### config.mk
export PLATFORM = sky130hd
export DESIGN_NAME = ctd_touch_logic
export DESIGN_NICKNAME = d
export VERILOG_FILES = /design/src/core/ctd_pkg.sv /design/src/core/ctd_pump_timer.sv /design/src/core/ctd_touch_logic.sv
export VERILOG_INCLUDE_DIRS = /design/src /design/src/core
export SDC_FILE = /design/constraint.sdc
export NUM_CORES = 1
export LEC_CHECK = 0
export ABC_CLOCK_PERIOD_IN_PS = 2400
export BUFFER_PORTS_ARGS = -buffer_cell sky130_fd_sc_hd__buf_2
export CORE_ASPECT_RATIO = 2
export CORE_MARGIN = 1.5
export CORE_UTILIZATION = 36
export DETAILED_ROUTE_END_ITERATION = 8
export SLEW_MARGIN = 10
export SYNTH_ARGS = -nofsm -noshare
export SYNTH_HDL_FRONTEND = slang
export SYNTH_SLANG_ARGS = --single-unit
### constraint.sdc
create_clock -name clk_i -period 2.4 [get_ports clk_i]
set_clock_uncertainty 0.2 [all_clocks]
set_input_delay 0.12 -clock clk_i [delete_from_list [all_inputs] [get_ports clk_i]]
set_output_delay 0.12 -clock clk_i [all_outputs]
set_load 0.01 [all_outputs]
### src/core/ctd_defines.svh
// constants for the capacitive touch detect logic
`ifndef CTD_DEFINES_SVH
`define CTD_DEFINES_SVH
`define CTD_CLK_HZ          25000000
`define CTD_OSC_HALF_NS     20000
`define CTD_OSC_HALF_CYC    ((`CTD_OSC_HALF_NS * 25) / 1000)
`define CTD_JITTER_PCT      4
`define CTD_JITTER_CYC      ((`CTD_OSC_HALF_CYC * `CTD_JITTER_PCT) / 100)
`define CTD_PUMP_NS         4000
`define CTD_PUMP_CYC        ((`CTD_PUMP_NS * 25 + 999) / 1000)
`define CTD_RUN_LEN         8
`define CTD_HOLD_NS         10000000
`define CTD_HOLD_CYC        ((`CTD_HOLD_NS / 1000) * 25)
`define CTD_LFSR_SEED       16'hACE1
`endif

### src/core/ctd_pkg.sv
// types for the capacitive touch detect logic
package ctd_pkg;
	typedef enum logic [1:0] {CTD_PUSH, CTD_TOGGLE, CTD_PULSE} ctd_mode_t;
	typedef enum logic [1:0] {CTD_CHARGE, CTD_DISCHARGE, CTD_DECIDE} ctd_phase_t;
endpackage : ctd_pkg

### src/core/ctd_pump_timer.sv
// fixed-length one-shot used for each charge pump step
`include "ctd_defines.svh"
module ctd_pump_timer #(
	parameter int LEN = `CTD_PUMP_CYC
) (
	input  wire logic clk_i,
	input  wire logic resetn_i,
	input  wire logic fire_i,
	output logic      active_o
);
	logic [15:0] cnt;

	// retrigger is not possible: a pump step is at most one per sample
	always_ff @(posedge clk_i or negedge resetn_i)
	begin
		if (!resetn_i)
			cnt <= 16'h0000;
		else if (fire_i)
			cnt <= 16'(LEN);
		else if (cnt != 16'h0000)
			cnt <= cnt - 16'h0001;
	end

	always_ff @(posedge clk_i or negedge resetn_i)
	begin
		if (!resetn_i)
			active_o <= 1'b0;
		else
			active_o <= fire_i || (cnt > 16'h0001);
	end
endmodule : ctd_pump_timer

### src/core/ctd_touch_logic.sv
// decision, run counter and output behaviour of the touch switch
// Notes on behaviour
// both RC charge switches share sample timing
// one sample spans two oscillator periods
// oscillator period jittered 4 % pseudo-randomly
// find which comparator went low first
// reference first gives one raise_pulse
// sensor first gives one lower_pulse
// raise_pulse charges cap fixed time
// lower_pulse sinks cap fixed time
// count consecutive same-direction pulses
// direction change clears the counter
// output only after enough consecutive pulses
// alternating pulses keep output inactive
// push mode: output follows event
// toggle mode: each event flips output
// pulse mode: fixed hold, ignore events
// threshold is parameter, counter saturates
// reset clears counter, direction, output
`include "ctd_defines.svh"
module ctd_touch_logic #(
	parameter int RUN_LEN  = `CTD_RUN_LEN,
	parameter int HALF_CYC = `CTD_OSC_HALF_CYC,
	parameter int JIT_CYC  = `CTD_JITTER_CYC,
	parameter int HOLD_CYC = `CTD_HOLD_CYC
) (
	input  wire logic              clk_i,
	input  wire logic              resetn_i,
	input  wire logic              ref_cmp_i,
	input  wire logic              sns_cmp_i,
	input  wire ctd_pkg::ctd_mode_t mode_i,
	output logic                   rc_charge_o,
	output logic                   raise_pulse_o,
	output logic                   lower_pulse_o,
	output logic                   switch_out_o
);
	logic [15:0]         lfsr;
	logic [15:0]         tick_cnt;
	logic [15:0]         next_tick_len;
	logic                tick;
	logic                osc_phase;
	ctd_pkg::ctd_phase_t phase;
	logic                ref_first;
	logic                sns_first;
	logic                decided;
	logic                sample_end;
	logic                last_dir;
	logic                dir_valid;
	logic [7:0]          run_cnt;
	logic                event_lvl;
	logic                event_prev;
	logic [31:0]         hold_cnt;
	logic                fire_up;
	logic                fire_dn;
	logic                up_act;
	logic                dn_act;

	// pseudo-random source for the period jitter
	always_ff @(posedge clk_i or negedge resetn_i)
	begin
		if (!resetn_i)
			lfsr <= `CTD_LFSR_SEED;
		else if (tick)
			lfsr <= {lfsr[14:0], lfsr[15] ^ lfsr[13] ^ lfsr[12] ^ lfsr[10]};
	end

	// half period shortened or lengthened by the jitter span
	always_comb
	begin
		next_tick_len = lfsr[0] ? 16'(HALF_CYC + JIT_CYC) : 16'(HALF_CYC - JIT_CYC);
		tick = (tick_cnt == 16'h0000);
	end

	always_ff @(posedge clk_i or negedge resetn_i)
	begin
		if (!resetn_i)
			tick_cnt <= 16'(HALF_CYC);
		else if (tick)
			tick_cnt <= next_tick_len - 16'h0001;
		else
			tick_cnt <= tick_cnt - 16'h0001;
	end

	// two oscillator half periods per phase, so one sample is two full periods
	always_ff @(posedge clk_i or negedge resetn_i)
	begin
		if (!resetn_i)
			osc_phase <= 1'b0;
		else if (tick)
			osc_phase <= ~osc_phase;
	end

	assign sample_end = tick && osc_phase && (phase == ctd_pkg::CTD_DISCHARGE);

	// charge phase then discharge phase, same switch drive for both RC nets
	always_ff @(posedge clk_i or negedge resetn_i)
	begin
		if (!resetn_i)
			phase <= ctd_pkg::CTD_CHARGE;
		else if (tick && osc_phase)
		begin
			unique case (phase)
				ctd_pkg::CTD_CHARGE:    phase <= ctd_pkg::CTD_DISCHARGE;
				ctd_pkg::CTD_DISCHARGE: phase <= ctd_pkg::CTD_CHARGE;
				ctd_pkg::CTD_DECIDE:    phase <= ctd_pkg::CTD_CHARGE;
			endcase
		end
	end

	always_ff @(posedge clk_i or negedge resetn_i)
	begin
		if (!resetn_i)
			rc_charge_o <= 1'b0;
		else
			rc_charge_o <= (phase == ctd_pkg::CTD_CHARGE);
	end

	// first comparator to fall in the discharge phase wins; a tie favours raise
	always_ff @(posedge clk_i or negedge resetn_i)
	begin
		if (!resetn_i)
		begin
			ref_first <= 1'b0;
			sns_first <= 1'b0;
			decided   <= 1'b0;
		end
		else if (phase != ctd_pkg::CTD_DISCHARGE)
		begin
			ref_first <= 1'b0;
			sns_first <= 1'b0;
			decided   <= 1'b0;
		end
		else if (!decided && (!ref_cmp_i || !sns_cmp_i))
		begin
			ref_first <= !ref_cmp_i;
			sns_first <= ref_cmp_i;
			decided   <= 1'b1;
		end
	end

	// one pump request per sample; no decision means no step
	assign fire_up = sample_end && ref_first;
	assign fire_dn = sample_end && sns_first;

	ctd_pump_timer #(.LEN(`CTD_PUMP_CYC)) u_up (
		.clk_i    (clk_i),
		.resetn_i (resetn_i),
		.fire_i   (fire_up),
		.active_o (up_act)
	);

	ctd_pump_timer #(.LEN(`CTD_PUMP_CYC)) u_dn (
		.clk_i    (clk_i),
		.resetn_i (resetn_i),
		.fire_i   (fire_dn),
		.active_o (dn_act)
	);

	// pump enables are registered copies so outputs stay glitch free
	always_ff @(posedge clk_i or negedge resetn_i)
	begin
		if (!resetn_i)
		begin
			raise_pulse_o <= 1'b0;
			lower_pulse_o <= 1'b0;
		end
		else
		begin
			raise_pulse_o <= up_act;
			lower_pulse_o <= dn_act;
		end
	end

	// run counter with direction memory, saturating at the threshold
	always_ff @(posedge clk_i or negedge resetn_i)
	begin
		if (!resetn_i)
		begin
			run_cnt   <= 8'h00;
			last_dir  <= 1'b0;
			dir_valid <= 1'b0;
		end
		else if (fire_up || fire_dn)
		begin
			last_dir  <= fire_up;
			dir_valid <= 1'b1;
			if (dir_valid && (last_dir != fire_up))
				run_cnt <= 8'h01;
			else if (run_cnt < 8'(RUN_LEN))
				run_cnt <= run_cnt + 8'h01;
		end
	end

	// event means a long run of raise pulses: added plate capacitance slows the sensor net,
	// so the reference comparator keeps falling first
	assign event_lvl = dir_valid && last_dir && (run_cnt >= 8'(RUN_LEN));

	always_ff @(posedge clk_i or negedge resetn_i)
	begin
		if (!resetn_i)
			event_prev <= 1'b0;
		else
			event_prev <= event_lvl;
	end

	// pulse mode hold timer; events while it runs are dropped
	always_ff @(posedge clk_i or negedge resetn_i)
	begin
		if (!resetn_i)
			hold_cnt <= 32'h0000_0000;
		else if (mode_i == ctd_pkg::CTD_PULSE && hold_cnt == 32'h0000_0000
			&& event_lvl && !event_prev)
			hold_cnt <= 32'(HOLD_CYC);
		else if (hold_cnt != 32'h0000_0000)
			hold_cnt <= hold_cnt - 32'h0000_0001;
	end

	// output behaviour per mode
	always_ff @(posedge clk_i or negedge resetn_i)
	begin
		if (!resetn_i)
			switch_out_o <= 1'b0;
		else
		begin
			unique case (mode_i)
				ctd_pkg::CTD_PUSH:   switch_out_o <= event_lvl;
				ctd_pkg::CTD_TOGGLE:
					if (event_lvl && !event_prev)
						switch_out_o <= ~switch_out_o;
				ctd_pkg::CTD_PULSE:  switch_out_o <= (hold_cnt > 32'h0000_0001)
					|| (event_lvl && !event_prev && hold_cnt == 32'h0000_0000);
				default:             switch_out_o <= 1'b0;
			endcase
		end
	end
endmodule : ctd_touch_logic

==> impl_results.md <==
- Total global-route track usage: 17.47%
- Worst setup margin: 0.07163 ns
- Via count: 4,694
- Total buffers and inverters traversed by the critical path: 2
- Placed standard-cell area: 6555 um^2
- TritonCTS Sinks: 118
- Ranking of synthesized cells by instance count: dfrtp_1 (104), nand2_1 (84), nor2_1 (58)
- Number of violations of the max-capacitance limit: 0
- Buffers from clock root to sink, at most: 2
- HP Class: input pin to async pin
- Ys async rst share: 100.0%
- Max frequency: 429.5 MHz
- Worst Max-Slew Pin Slew: 0.8430 ns
- Detailed-routing iteration count for the pre-antenna-repair pass: 4
- Top flip-flop cell by instance count after synthesis: dfrtp_1
- Top-count cell post-synth: dfrtp_1
- Ant diodes: 0
- Std-Cell Core Area: 15,860 um^2
- Leakage: 0.003526 uW
- Library cells used by synthesis: 58
- Status: complete, no violations
- Site Rows: 65
- CTS buffer count: 17
- Crit path max-delay cell type: dfrtp_1
- Floorplan die width: 93.33 um
- Count of pins on the block boundary: 10
- Req. time, crit path: 2.51 ns
- Worst path max stage delay: 0.42 ns
- CP Max Fanout: 8
- Pin count of the biggest net entering global routing: 53
- Worst vdd ir: 358.6 uV
- Time the worst path needs with I/O delays and setup: 2.328 ns
- Number of warnings printed during yosys synthesis: 0
- Mapped Nets: 614
- Final routed wire length divided by cell count: 15.39 um
- Flip-flop and latch count after synthesis: 118
- Sequence of cells on the critical path: nor4_4 -> buf_4 -> nand2_1 -> nor4_4 -> buf_4 -> nor3_1 -> a211oi_1
- Overall die area: 17,140 um^2
- Wire length of the first global-routing pass: 23,520 um
- Layout overhead on the synthesized area: 24.47%
- Largest area contributor in the netlist: dfrtp_1
- Final standard cell count with taps included and fillers excluded: 888
- Number of synthesized flops with an enable pin: 0
- Net count of the finished layout: 691
- Estimated wirelength of the detail-placed design: 9836 um
- Placer Congestion: 0.8802
- Library cell used as clock root buffer: clkbuf_16
- Stages on the worst setup path: 7
- Fraction of final layout cells sized beyond drive strength 1: 21.69%
- Final setup violation count: 0
- Area contributors post-synth: dfrtp_1 (44%), dfstp_2 (6.3%), nand2_1 (5.4%)
- Final instance area: 7312 um^2
- Count of final max-slew check failures: 0
- Worst slack, placed: -0.03821 ns
- Seq/Total Area, Yosys: 50.56%
- Per-instance average area after synthesis: 9.840 um^2
- Post-detailed-route DRC marker count: 0
- Antenna violations before repair: 0
- CTS tree: done
- Total of buffers placed on input and output ports: 9
- Area share of the leading cell type in the synthesized netlist: 44.30%
- Smallest hold slack: 0.09663 ns
- Arr. time, crit path: 2.44 ns
- Period utilisation layout: 97.02%
- Crit Path Category: flip-flop to flip-flop
- Iteration-0 DRC count of the detailed router: 139
- Clock transition at the registers of the reported paths: 0.06 ns
- Grt total ovfl: 0
- CP Capture Type: flip-flop
- Gate Count Post-Synth: 597
- H-tree depth: 4
- Aggregate routed wire length: 13,670 um
- Count of cells along the worst register-to-register path: 7
- Startpoint types: flip-flop
- Antenna violation net count after detailed routing: 0
- Number of global-route vias before repair: 4,980
- Netlist area before placement: 5874 um^2
- Placed cells: 850
- Number of vias per cell: 5.286
- Unrepaired setup endpoints after global routing: true
- Fill cells: 1,509
- Power density over cell area: 640.3 nW/um^2
- Starting density of the core: 37.04%
- Final core utilization: 46.11%
- Crit path max-delay family: simple AND/OR/NAND/NOR gates
- Relative max-transition margin: 43.46%
- Height of the die: 183.7 um
- Hold violation count in the final report: 0
- Later-pin clock latency in the skew report: 0.41 ns
[cell type report]
| cell class | instances | area (um^2) | share of cell area [%] |
|---|---|---|---|
| clock buffers | 22 | 464.2 | 6.348 |
| multi-input cells | 449 | 2872 | 39.27 |
| well taps | 201 | 251.5 | 3.439 |
| inverters | 16 | 60.06 | 0.8214 |
| flip-flops and latches | 118 | 2970 | 40.62 |
| clock inverters | 10 | 146.4 | 2.002 |
| repair buffers | 72 | 548.0 | 7.495 |
[report_power, final]
group | switching (uW) | leakage, uW | internal [uW]
Clock | 926 | 0.000283 | 1690
Sequential | 1.69 | 0.00155 | 1990
Combinational | 48.0 | 0.00169 | 18.9
[metal layers]
metal	global-route usage, %	wire [um]
met5	0	0
met3	3.350	287
met2	32.12	7582
met1	17.76	5225
met4	10.30	570
[worst register-to-register path, delay by kind of cell (launching register included)]
kind | cells | cell delay [ns]
compound gates | 1 | 0.26
simple gates | 4 | 0.90
buf+inv | 2 | 0.44
flops | 1 | 0.42
[state kept, by name, indices dropped and copies added (netlist names), 8 cells and up]
| signal | flops |
|---|---|
| hold_cnt | 32 |
| lfsr | 16 |
| tick_cnt | 16 |
| u_dn.cnt | 16 |
| u_up.cnt | 16 |
| run_cnt | 8 |
[kinds of logic (layout without fill, tap and decap cells)]
group	count (synthesis)	after routing	synth area share, %
buffers and inverters	30	120	2.024
muxes	7	7	1.299
and+or+nand+nor	309	309	28.43
adders and majority gates	11	11	2.343
xor gates and xnor gates	48	48	7.156
DFF	118	118	50.56
AOI/OAI and AO/OA	74	74	8.179
[final timing paths]
kind / from / slack [ns] / endpoint
max in group asynchronous: resetn_i / 1.17 / lfsr[6]
min reg2reg: u_dn.active_o / 0.15 / lower_pulse_o
min in group clk_i: u_dn.active_o / 0.15 / lower_pulse_o
min: resetn_i / 0.1 / u_up.cnt[15]
max reg2reg: hold_cnt[10] / 0.07 / hold_cnt[17]
max: hold_cnt[10] / 0.07 / hold_cnt[17]
[cells in the final DEF (no fill, tap or decap), types with 14 or more instances in the layout]
| cell type | count |
|---|---|
| xnor2_1 | 23 |
| a21oi_1 | 21 |
| inv_1 | 16 |
| clkbuf_16 | 17 |
| dfstp_2 | 14 |
| xor2_1 | 25 |
| nor3_1 | 31 |
| nor2_1 | 57 |
| and2_1 | 15 |
| nand2_1 | 83 |
| nand3_1 | 18 |
| o21ai_0 | 16 |
| buf_4 | 57 |
| dfrtp_1 | 104 |
[metrics by stage]
step	setup TNS, ns	power [uW]
3_3_place_gp	-0.1191	2091
2_1_floorplan	0	2034
4_1_cts	0	4741
5_1_grt	-0.06884	4831
3_5_place_dp	-0.09252	2093
6_report	0	4682
[repair_timing]
action	CTS	global route
hold buffers	6	0
gates resized for setup	2	13
setup buffers	0	0
hold endpoints to repair	52	0
setup endpoints to repair	4	45
pin swaps	0	2
Power figures use the tool's default switching activity.
